File: src/csc_pkg.sv
`default_nettype none
package csc_pkg;
  // Register offsets
  localparam logic [3:0] A_CTRL = 4'h0;
  localparam logic [3:0] A_CFG = 4'h1;
  localparam logic [3:0] A_THL = 4'h2;
  localparam logic [3:0] A_THH = 4'h3;
  localparam logic [3:0] A_DL = 4'h4;
  localparam logic [3:0] A_DH = 4'h5;
  localparam logic [3:0] A_SC0 = 4'h6;
  localparam logic [3:0] A_SC1 = 4'h7;
  localparam logic [3:0] A_MD1 = 4'h8;
  localparam logic [3:0] A_MD2 = 4'h9;
  localparam logic [3:0] A_MD = 4'hA;
  localparam logic [3:0] A_IEN = 4'hB;
  localparam logic [3:0] A_MUX = 4'hC;
  // Field positions
  localparam int B_EN = 7;
  localparam int B_EOS = 6;
  localparam int B_DONE = 5;
  localparam int B_BUSY = 4;
  localparam int B_CMP = 0;
  localparam int B_CM = 4;
  localparam int B_WOI = 0;
  localparam int B_SMEN = 1;
  localparam int B_MCEN = 2;
  localparam int B_ECPT = 0;
  localparam int B_ECMP = 5;
  // Reset values
  localparam logic [2:0] RST_GAIN = 3'h7;
  localparam logic [1:0] RST_CR = 2'h1;
  // Conversion length codes
  localparam logic [1:0] CR_12 = 2'h0;
  localparam logic [1:0] CR_13 = 2'h1;
  localparam logic [1:0] CR_14 = 2'h2;
  typedef enum logic [2:0] {
    CM_SW = 3'h0, CM_T0 = 3'h1, CM_T2 = 3'h2, CM_T1 = 3'h3,
    CM_T3 = 3'h4, CM_SCAN = 3'h5, CM_CONT = 3'h6, CM_CAS = 3'h7
  } csc_mode_t;
  typedef enum logic [2:0] {
    ST_IDLE = 3'b001, ST_START = 3'b010, ST_WAIT = 3'b100
  } csc_state_t;
endpackage
`default_nettype wire

File: src/csc_ctrl.sv
`timescale 1ns/100ps
`default_nettype none
module csc_ctrl #(
  parameter int NUM_CH = 16
) (
  input wire logic clk_sys_i, // System clock
  input wire logic nrst_i, // Async reset, active low
  input wire logic [3:0] addr_i, // Register address
  input wire logic [7:0] wdata_i, // Write data
  input wire logic wr_i, // Write strobe
  input wire logic rd_i, // Read strobe
  output logic [7:0] rdata_o, // Read data, one cycle later
  input wire logic [3:0] timer_ovf_i, // Timer 0..3 overflow pulses
  input wire logic conv_done_i, // Analog conversion finished
  input wire logic [15:0] conv_value_i, // Analog conversion value
  output logic analog_en_o, // Analog front end powered
  output logic conv_start_o, // Start one conversion
  output logic [15:0] chan_sel_o, // Electrodes connected
  output logic [2:0] gain_o, // Gain code, 7 is 8x
  output logic [1:0] conv_len_o, // Conversion length code
  output logic irq_conv_o, // Completion interrupt level
  output logic irq_cmp_o, // Threshold interrupt level
  output logic wake_o // Wake from suspend pulse
);
  import csc_pkg::*;

  if (NUM_CH != 16) begin : g_chk
    $error("csc_ctrl serves exactly 16 channels");
  end

  function automatic logic [6:0] nsamp_m1(input logic [2:0] a);
    unique case (a)
      3'h0: nsamp_m1 = 7'h00;
      3'h1: nsamp_m1 = 7'h03;
      3'h2: nsamp_m1 = 7'h07;
      3'h3: nsamp_m1 = 7'h0F;
      3'h4: nsamp_m1 = 7'h1F;
      default: nsamp_m1 = 7'h3F;
    endcase
  endfunction

  function automatic logic [2:0] nshift(input logic [2:0] a);
    unique case (a)
      3'h0: nshift = 3'h0;
      3'h1: nshift = 3'h2;
      3'h2: nshift = 3'h3;
      3'h3: nshift = 3'h4;
      3'h4: nshift = 3'h5;
      default: nshift = 3'h6;
    endcase
  endfunction

  function automatic logic [15:0] lmask(input logic [1:0] c);
    unique case (c)
      CR_12: lmask = 16'hFFF0;
      CR_13: lmask = 16'hFFF8;
      CR_14: lmask = 16'hFFFC;
      default: lmask = 16'hFFFF;
    endcase
  endfunction

  // Next enabled channel after c, wrapping; c itself if none
  function automatic logic [3:0] nxt(input logic [15:0] m, input logic [3:0] c);
    logic [3:0] r;
    logic [3:0] k;
    r = c;
    for (int i = 16; i >= 1; i--) begin
      k = c + 4'(i);
      if (m[k]) r = k;
    end
    nxt = r;
  endfunction

  logic rst_s1;
  logic rst_n;
  always_ff @(posedge clk_sys_i or negedge nrst_i) begin
    if (!nrst_i) {rst_n, rst_s1} <= 2'b00;
    else {rst_n, rst_s1} <= {rst_s1, 1'b1};
  end

  logic en, woi, smen, mcen, ie_cpt, ie_cmp;
  logic done, eos, cmp, paused, wake;
  csc_mode_t mode;
  csc_state_t state;
  logic [2:0] acu, gain;
  logic [1:0] cr;
  logic [15:0] thr, result, scan;
  logic [3:0] mux_ch, ch;
  logic [6:0] cnt;
  logic [21:0] acc;
  logic [7:0] rdata;

  wire wr_ctrl = wr_i && addr_i == A_CTRL;
  wire busy_wr = wr_ctrl && wdata_i[B_BUSY] && en;
  wire idle = state == ST_IDLE;
  wire scanm = mode == CM_SCAN || mode == CM_CAS;
  wire [1:0] tsel = mode == CM_T0 ? 2'd0 : mode == CM_T1 ? 2'd1 : mode == CM_T2 ? 2'd2 : 2'd3;
  wire timed = mode inside {CM_T0, CM_T1, CM_T2, CM_T3};
  // Timer modes take their overflow pulse; every other mode waits for a busy write
  wire trig = timed ? timer_ovf_i[tsel] : busy_wr;
  wire start_req = idle && en && trig;
  wire samp_done = state == ST_WAIT && conv_done_i;
  wire last = cnt == nsamp_m1(acu);
  wire fin = samp_done && last;
  wire [15:0] sample = conv_value_i & lmask(cr);
  wire [21:0] sum = acc + {6'h00, sample};
  wire [21:0] quot = sum >> nshift(acu);
  wire [15:0] avg = quot[15:0];
  wire gt = avg > thr;
  wire [3:0] nx = nxt(scan, ch);
  wire eos_w = mcen || nx <= ch;
  wire eos_ev = fin && mode == CM_SCAN && !gt && eos_w;
  wire each_ev = fin && (mode == CM_CONT || mode == CM_CAS);
  wire next_wake = fin && (gt || woi && smen && (eos_ev || each_ev));
  wire [3:0] cur = scanm ? ch : mux_ch;
  wire [15:0] onehot = 16'h0001 << cur;

  // Each sample runs START then WAIT; the mode decides what follows the last one
  csc_state_t next_state;
  always_comb begin
    next_state = state;
    unique case (state)
      ST_IDLE: if (start_req) next_state = ST_START;
      ST_START: next_state = ST_WAIT;
      ST_WAIT: begin
        if (samp_done && !last) next_state = ST_START;
        else if (fin) begin
          unique case (mode)
            CM_CONT: next_state = ST_START;
            CM_CAS: next_state = gt ? ST_IDLE : ST_START;
            CM_SCAN: next_state = (gt || eos_w) ? ST_IDLE : ST_START;
            default: next_state = ST_IDLE;
          endcase
        end
      end
      default: next_state = ST_IDLE;
    endcase
    if (!en) next_state = ST_IDLE;
  end

  always_ff @(posedge clk_sys_i or negedge rst_n) begin
    if (!rst_n) begin
      state <= ST_IDLE;
      cnt <= 7'h00;
      acc <= 22'h000000;
      ch <= 4'h0;
      paused <= 1'b0;
      wake <= 1'b0;
    end else begin
      state <= next_state;
      wake <= next_wake;
      if (idle || fin) begin
        cnt <= 7'h00;
        acc <= 22'h000000;
      end else if (samp_done) begin
        cnt <= cnt + 7'h01;
        acc <= sum;
      end
      // Resume after a threshold stop, else restart at the lowest enabled channel
      if (start_req && scanm) ch <= paused ? nx : nxt(scan, 4'hF);
      else if (fin && scanm && !gt) ch <= nx;
      if (!en || start_req) paused <= 1'b0;
      else if (fin && scanm && gt) paused <= 1'b1;
    end
  end

  // Status flags; a hardware set wins over a software clear
  always_ff @(posedge clk_sys_i or negedge rst_n) begin
    if (!rst_n) begin
      done <= 1'b0;
      eos <= 1'b0;
      cmp <= 1'b0;
      result <= 16'h0000;
    end else begin
      if (fin) begin
        result <= avg;
        cmp <= gt;
      end
      done <= fin || (done && !(wr_ctrl && !wdata_i[B_DONE]));
      eos <= eos_ev || (eos && !(wr_ctrl && !wdata_i[B_EOS]));
    end
  end

  always_ff @(posedge clk_sys_i or negedge rst_n) begin
    if (!rst_n) begin
      en <= 1'b0;
      mode <= CM_SW;
      acu <= 3'h0;
      thr <= 16'h0000;
      scan <= 16'h0000;
      woi <= 1'b0;
      smen <= 1'b0;
      mcen <= 1'b0;
      cr <= RST_CR;
      gain <= RST_GAIN;
      ie_cpt <= 1'b0;
      ie_cmp <= 1'b0;
      mux_ch <= 4'h0;
    end else if (wr_i) begin
      unique case (addr_i)
        A_CTRL: en <= wdata_i[B_EN];
        A_CFG: begin
          mode <= csc_mode_t'(wdata_i[B_CM +: 3]);
          acu <= wdata_i[2:0];
        end
        A_THL: thr[7:0] <= wdata_i;
        A_THH: thr[15:8] <= wdata_i;
        A_SC0: scan[7:0] <= wdata_i;
        A_SC1: scan[15:8] <= wdata_i;
        A_MD1: begin
          woi <= wdata_i[B_WOI];
          smen <= wdata_i[B_SMEN];
        end
        A_MD2: begin
          cr <= wdata_i[1:0];
          mcen <= wdata_i[B_MCEN];
        end
        A_MD: gain <= wdata_i[2:0];
        A_IEN: begin
          ie_cpt <= wdata_i[B_ECPT];
          ie_cmp <= wdata_i[B_ECMP];
        end
        A_MUX: mux_ch <= wdata_i[3:0];
        default: ;
      endcase
    end
  end

  logic [7:0] rd_val;
  always_comb begin
    rd_val = 8'h00;
    unique case (addr_i)
      A_CTRL: rd_val = {en, eos, done, !idle, 3'h0, cmp};
      A_CFG: rd_val = {1'b0, mode, 1'b0, acu};
      A_THL: rd_val = thr[7:0];
      A_THH: rd_val = thr[15:8];
      A_DL: rd_val = result[7:0];
      A_DH: rd_val = result[15:8];
      A_SC0: rd_val = scan[7:0];
      A_SC1: rd_val = scan[15:8];
      A_MD1: rd_val = {6'h00, smen, woi};
      A_MD2: rd_val = {5'h00, mcen, cr};
      A_MD: rd_val = {5'h00, gain};
      A_IEN: rd_val = {2'h0, ie_cmp, 4'h0, ie_cpt};
      A_MUX: rd_val = {4'h0, mux_ch};
      default: rd_val = 8'h00;
    endcase
  end

  always_ff @(posedge clk_sys_i or negedge rst_n) begin
    if (!rst_n) rdata <= 8'h00;
    else rdata <= rd_i ? rd_val : 8'h00;
  end

  assign rdata_o = rdata;
  assign analog_en_o = en;
  // Enable gates the pulse so a clear racing a restart launches nothing
  assign conv_start_o = state == ST_START && en;
  assign chan_sel_o = mcen ? scan : onehot;
  assign gain_o = gain;
  assign conv_len_o = cr;
  assign irq_conv_o = ie_cpt && (done || eos);
  assign irq_cmp_o = ie_cmp && cmp;
  assign wake_o = wake;
endmodule // csc_ctrl
`default_nettype wire

File: config.mk
export PLATFORM = sky130hd
export DESIGN_NAME = csc_ctrl
export DESIGN_NICKNAME = d
export VERILOG_FILES = /design/src/csc_pkg.sv /design/src/csc_ctrl.sv
export SDC_FILE = /design/constraint.sdc
export NUM_CORES = 1
export LEC_CHECK = 0
export ABC_AREA = 1
export BUFFER_PORTS_ARGS = -buffer_cell sky130_fd_sc_hd__buf_4
export CAP_MARGIN = 10
export CORE_AREA = 2 2 113 159
export CTS_CLUSTER_DIAMETER = 50
export DETAILED_ROUTE_END_ITERATION = 10
export DIE_AREA = 0 0 115 161
export GPL_TIMING_DRIVEN = 0
export PLACE_DENSITY = 0.78
export SLEW_MARGIN = 20
export SYNTH_ARGS = -nofsm -noshare
export SYNTH_HDL_FRONTEND = slang
export SYNTH_SLANG_ARGS = --single-unit
File: constraint.sdc
create_clock -name clk_sys_i -period 9.35 [get_ports clk_sys_i]
set_clock_uncertainty 0.2 [all_clocks]
set_input_delay 0.4675 -clock clk_sys_i [delete_from_list [all_inputs] [get_ports clk_sys_i]]
set_output_delay 0.4675 -clock clk_sys_i [all_outputs]
set_load 0.01 [all_outputs]
# After elaboration in Yosys (flattened, before gate mapping)
# Index checks and enable logic that the tools add are counted.
# classes
add_sub_neg	17
magnitude_cmp	18
eq_ne	31
shifts	2
n_mux	90
bitwise	1
n_reduce_logical	64
# ops
cell	count
$mux W4	33
$pmux W8 S13	1
$lt A4 B5 Y1 const B	15
$bmux W1 S4	15
$mux W22	2
$add A4 B4 Y4 const B	8
$pmux W6 S5	1
$logic_and A1 B1 Y1	26
$reduce_and A2 Y1	12
$add A22 B16 Y22	1
$shr A22 B3 Y16	1
$mux W1	21
$eq A4 B4 Y1 const B	5
$eq A3 B3 Y1 const B	6
$add A4 B3 Y4 const B	4
$and A16 B16 Y16	1
$eq A4 B3 Y1 const B	4
$gt A16 B16 Y1	1
$mux W16	1
$shl A1 B4 Y16 const A	1
$eq A3 B2 Y1 const B	5
$pmux W3 S5	1
$mux W7	2
$mux W3	4
other kinds (26)	52
# word_totals
register_bits	120
input_bits	37
output_inout_bits	34
wordCells	251

# Longest topological paths before layout
# logic_depth
depth_word	27
mapped_depth	37
ltp_nobuf	36

# Worst setup path before layout
# No wires, ideal clock.
# synth_path
path_type	flip-flop to flip-flop
from	register cr[0] (netlist: conv_len_o[0])
to	register ch[0]
setup_ns	0.123
arrival_time_ns	4.372
required_ns	9.027
setup_slack_ns	4.655
path_stages_with_launch	29
path_buffers	0
period_less_slack_ns	4.695
path_cell_list	dfstp_2 -> and3_1 -> ha_1 -> inv_1 -> fa_1 -> nand3b_1 -> nand2_1 -> a21oi_2 -> o21ai_2 -> a21boi_2 -> o21ai_2 -> a21boi_2 -> o21ai_4 -> xor2_1 -> nand2_1 -> nand3_1 -> nand3_1 -> and2_1 -> ha_1 -> a21oi_1 -> nor2_1 -> a2111oi_0 -> nand2_1 -> nand2_1 -> nand3_1 -> nand2_1 -> inv_2 -> a31oi_1 -> a21oi_1
# synth_via
elab_chain_cells	9
word_cells_on_any_way	11
classes_between	add/sub (1); order compare (1); eq/ne (2); shift (1); mux (1); bitwise (1); reduce/logical (4)
# synth_rtl
item	line	source
start: declaration	csc_ctrl.sv:86	logic [1:0] cr;
start signal: assignment	csc_ctrl.sv:215	cr <= wdata_i[1:0];
$eq A2 B2 Y1 (tied with other cells)	csc_ctrl.sv:54	unique case (c)
$pmux W4 S3 (*)	csc_ctrl.sv:54	
$and A16 B16 Y16 (*)	csc_ctrl.sv:105	wire [15:0] sample = conv_value_i & lmask(cr);
$add A22 B16 Y22 (*)	csc_ctrl.sv:106	wire [21:0] sum = acc + {6'h00, sample};
$shr A22 B3 Y16 (*)	csc_ctrl.sv:107	wire [21:0] quot = sum >> nshift(acu);
named net quot[13]	csc_ctrl.sv:107	
$gt A16 B16 Y1 (*)	csc_ctrl.sv:109	wire gt = avg > thr;
$logic_not A1 Y1 (*)	csc_ctrl.sv:161	else if (fin && scanm && !gt) ch <= nx;
$logic_and A1 B1 Y1 (*)	csc_ctrl.sv:161	
$reduce_bool A2 Y1 (no line) (*)	--	
end signal: assignment	csc_ctrl.sv:160	if (start_req && scanm) ch <= paused ? nx : nxt(scan, 4'hF);
end signal: assignment	csc_ctrl.sv:161	
end: declaration	csc_ctrl.sv:88	logic [3:0] mux_ch, ch;
# Mark *: on every way through the listed nets, which the timed path passes. The rest lies on a longest branch.
# A chain may end at the register's enable or synchronous reset.

# Final worst setup path
# Same ends and word-level chain as after synthesis.

==> metrics.cfg <==
[outcome]
status = complete, no violations

[drt]
via_per_inst = 5.85
drc = 0
drt_iter0_markers = 788
wire_per_inst_um = 17.6
vias = 9959
dr.pass1.iters = 6
drtAntennaViolNets = 0
routed_wl_mm = 30.0

[timing]
drv_slew = 0
max_freq_ghz = 0.183
rsz0062_at_grt = no
slew_headroom_pct = 45.3
hold_viol = 0
fin_tns_setup_ns = 0
tightest_slew_ns = 0.799
setup_violations = 0
fin_crit_sh_pct = 58.5
finalCriticalPeriod_ns = 5.47

[placement]
io_buffers = 70
dp_hpwl_mm = 23.4
place_congestion = 0.985

[critical_path]
critPathSlowestCell = dfstp_2
reg2reg_to = ch[0]
r2r_cells = 30
path_common_cell = nand2_1
worstSetupEndpointType = flop
cp_data_required_time_ns = 9.46
reg2reg_slack_ns = 3.88
rr_startpoint = conv_len_o[0]
crit_start = conv_len_o[0]
arrival_ns = 5.57
startpoint_type = flop
path_class = reg2reg
cp_max_fo = 7
cpPeakStageDelay_ns = 0.59

[power]
p_clk_share_pct = 21.9
switching_share_pct = 48.8
seqPwrFrac_pct = 21.7
p_int_mw = 1.61
power_frac_comb_pct = 56.4
power_mw = 3.14
leakagePower_nw = 5.51
vdd_drop_max_mv = 0.124
p_switching_mw = 1.53
power.density_nw_per_um2 = 294

[global_routing]
grt_pass1_vias = 9726
grt_pass1_wl_mm = 48.1
grt_max_degree = 47
antenna_found_initial = 0
gr-total-overflow = 0
grtUsageTotal_pct = 33.5

[cells_and_area]
drive_gt1_share_pct = 10.8
fill_cells = 1592
syn_to_final_growth_pct = 15.7
num_antenna_cells = 0
multi_input_area_um2 = 5390
final_nets = 1566
ff_latch_area_um2 = 3010

[synthesis]
netlist_area_um2 = 9250
synth_compound_area_share_pct = 18.7
synth-async-reset-ratio_pct = 100
synth_ff_type = dfrtp_1
synth.area.top_cells = dfrtp_1 31%, nand2_1 18%, nand3_1 7.2%, inv_1 6.9%, o21ai_0 6.4%
yosys.area_share.adder_pct = 6.17
synth_simple_gate_area_share_pct = 31.0
syn_area_per_cell_um2 = 6.65
ys_ff_latch = 120
synth_commonest_cells = 438 x nand2_1, 171 x inv_1, 133 x nand3_1, 119 x o21ai_0, 115 x dfrtp_1
synth-xor-area-share_pct = 2.31
ys_types = 52
netlist.top_cell.by_area = dfrtp_1
syn_inst = 1392
synth.most_common_cell = nand2_1
syn_nets = 1474
ys_seq_area_share_pct = 32.5
synthMuxAreaShare_pct = 0
synth_top_cell_area_share_pct = 31.1
yosys_warnings = 0
synth_edf_count = 0
synth_top_family_by_area = simple AND/OR/NAND/NOR gates

[die]
fp.dieH_um = 161
die_area_um2 = 18500
coreArea_um2 = 17100
placementRows = 57
pin_count = 71
fp.dieW_um = 115
start_util_pct = 54.1

[min_path]
holdCritPathClass = in2reg
whs_endpoint = rdata_o[2]
hold_depth = 3
hp-start = rd_i

[cts]
cts_made_buffers = 17
cts-root-buf = clkbuf_16
post_cts_buffers = 0
clockBufferDepth = 2
clkTransAtPathRegs_ns = 0.06
worstSkewPairLatency_ns = 0.43
cts_tree = done
htreeDepth = 4
cts_sinks = 120

[job]
maxCapViolations = 0

[routing by layer]
| metal | up-vias | wire length [um] | global-route usage, % |
|---|---|---|---|
| li1 | 4798 | - | - |
| met1 | 4587 | 10800 | 34.8 |
| met2 | 434 | 15400 | 60.3 |
| met3 | 140 | 1580 | 5.37 |
| met4 | 0 | 2180 | 23.2 |
| met5 | - | 0 | 0 |
[registers in the layout, summed over array words and instances, names as in the netlist, 2 cells and up]
name / cells
acc: 22
acu: 3
ch: 4
cnt: 7
conv_len_o: 2
gain_o: 3
mode: 3
mux_ch: 4
rdata_o: 8
result: 16
scan: 16
state: 3
thr: 16
[cell usage in the layout, fill, tap and decap left out, types with 4 or more instances in the layout]
master	instances
inv_1	171
o22ai_1	25
clkbuf_16	17
nand2_1	438
nand2_2	6
a221oi_1	14
nand3_1	133
xor2_1	14
buf_4	73
o21ai_2	9
clkbuf_1	25
clkinv_1	6
o2111ai_1	4
nor2_1	73
nor3_1	16
clkinv_4	4
o21ai_0	119
ha_1	44
o211ai_1	5
a31oi_1	9
a21oi_1	71
dfstp_2	5
or2_2	5
nand4_1	7
and2_1	5
inv_2	10
dfrtp_1	114
buf_2	8
o21a_1	6
a32o_1	5
[how the worst max path moves through the flow]
| stage | endpoint | cells after the start |
|---|---|---|
| 6_report | ch[0] | 30 |
| 5_1_grt | ch[0] | 28 |
| 4_1_cts | ch[0] | 30 |
| 3_5_place_dp | ch[0] | 30 |
| 3_3_place_gp | ch[0] | 30 |
| 2_1_floorplan | ch[0] | 28 |
[power groups by stage]
stage	Combinational [mW]	Clock, mW	Sequential (mW)
2_1_floorplan	1.30	0	0.659
3_3_place_gp	1.70	0	0.693
3_5_place_dp	1.74	0	0.687
4_1_cts	1.75	0.690	0.679
5_1_grt	2.02	0.712	0.689
6_report	1.77	0.688	0.684
[per-stage QoR]
step	utilization [%]	hold slack, ns	worst slack [ns]	instance area (um2)	cells
CTS	62.5	0.0355	3.94	10700	1703
floorplan	-	-0.0281	4.65	9250	1392
finish	62.5	0.0395	3.88	10700	1703
global route	62.5	0.0579	3.56	10700	1703
global placement	58.6	0.0501	4.06	10000	1668
detailed placement	58.9	0.0511	3.99	10100	1670
[critical path, delay by kind of cell, from the launching register on]
| kind | cells | cell delay, ns |
|---|---|---|
| buffers and inverters | 3 | 0.19 |
| adder cells (fa/ha/maj) | 3 | 0.86 |
| AO/OA/AOI/OAI | 10 | 1.63 |
| AND/OR/NAND/NOR | 13 | 1.60 |
| flip-flops | 1 | 0.59 |
| XOR/XNOR | 1 | 0.28 |
[logic make-up (layout without fill, tap and decap cells)]
group	count (synthesis)	after routing
XOR/XNOR	21	21
adder cells (fa/ha/maj)	45	45
buffers and inverters	223	328
other	1	1
AND/OR/NAND/NOR	692	692
flip-flops	120	120
AO/OA/AOI/OAI	290	290
[area by class of cell]
type	count	share of cell area, %
sequential	120	28.2
multi-input combinational	1049	50.3
tap	206	2.41
buffer	36	1.46
timing repair buffer	73	5.45
inverter	187	6.56
clock buffer	19	4.05
clock inverter	13	1.60
[what timing repair did]
action                                 4_1_cts  5_1_grt
hold buffers                                 1        0
gates resized for setup                      0        0
endpoints found under the hold margin        2        0
No activity file was read; power rests on OpenSTA's default activity.
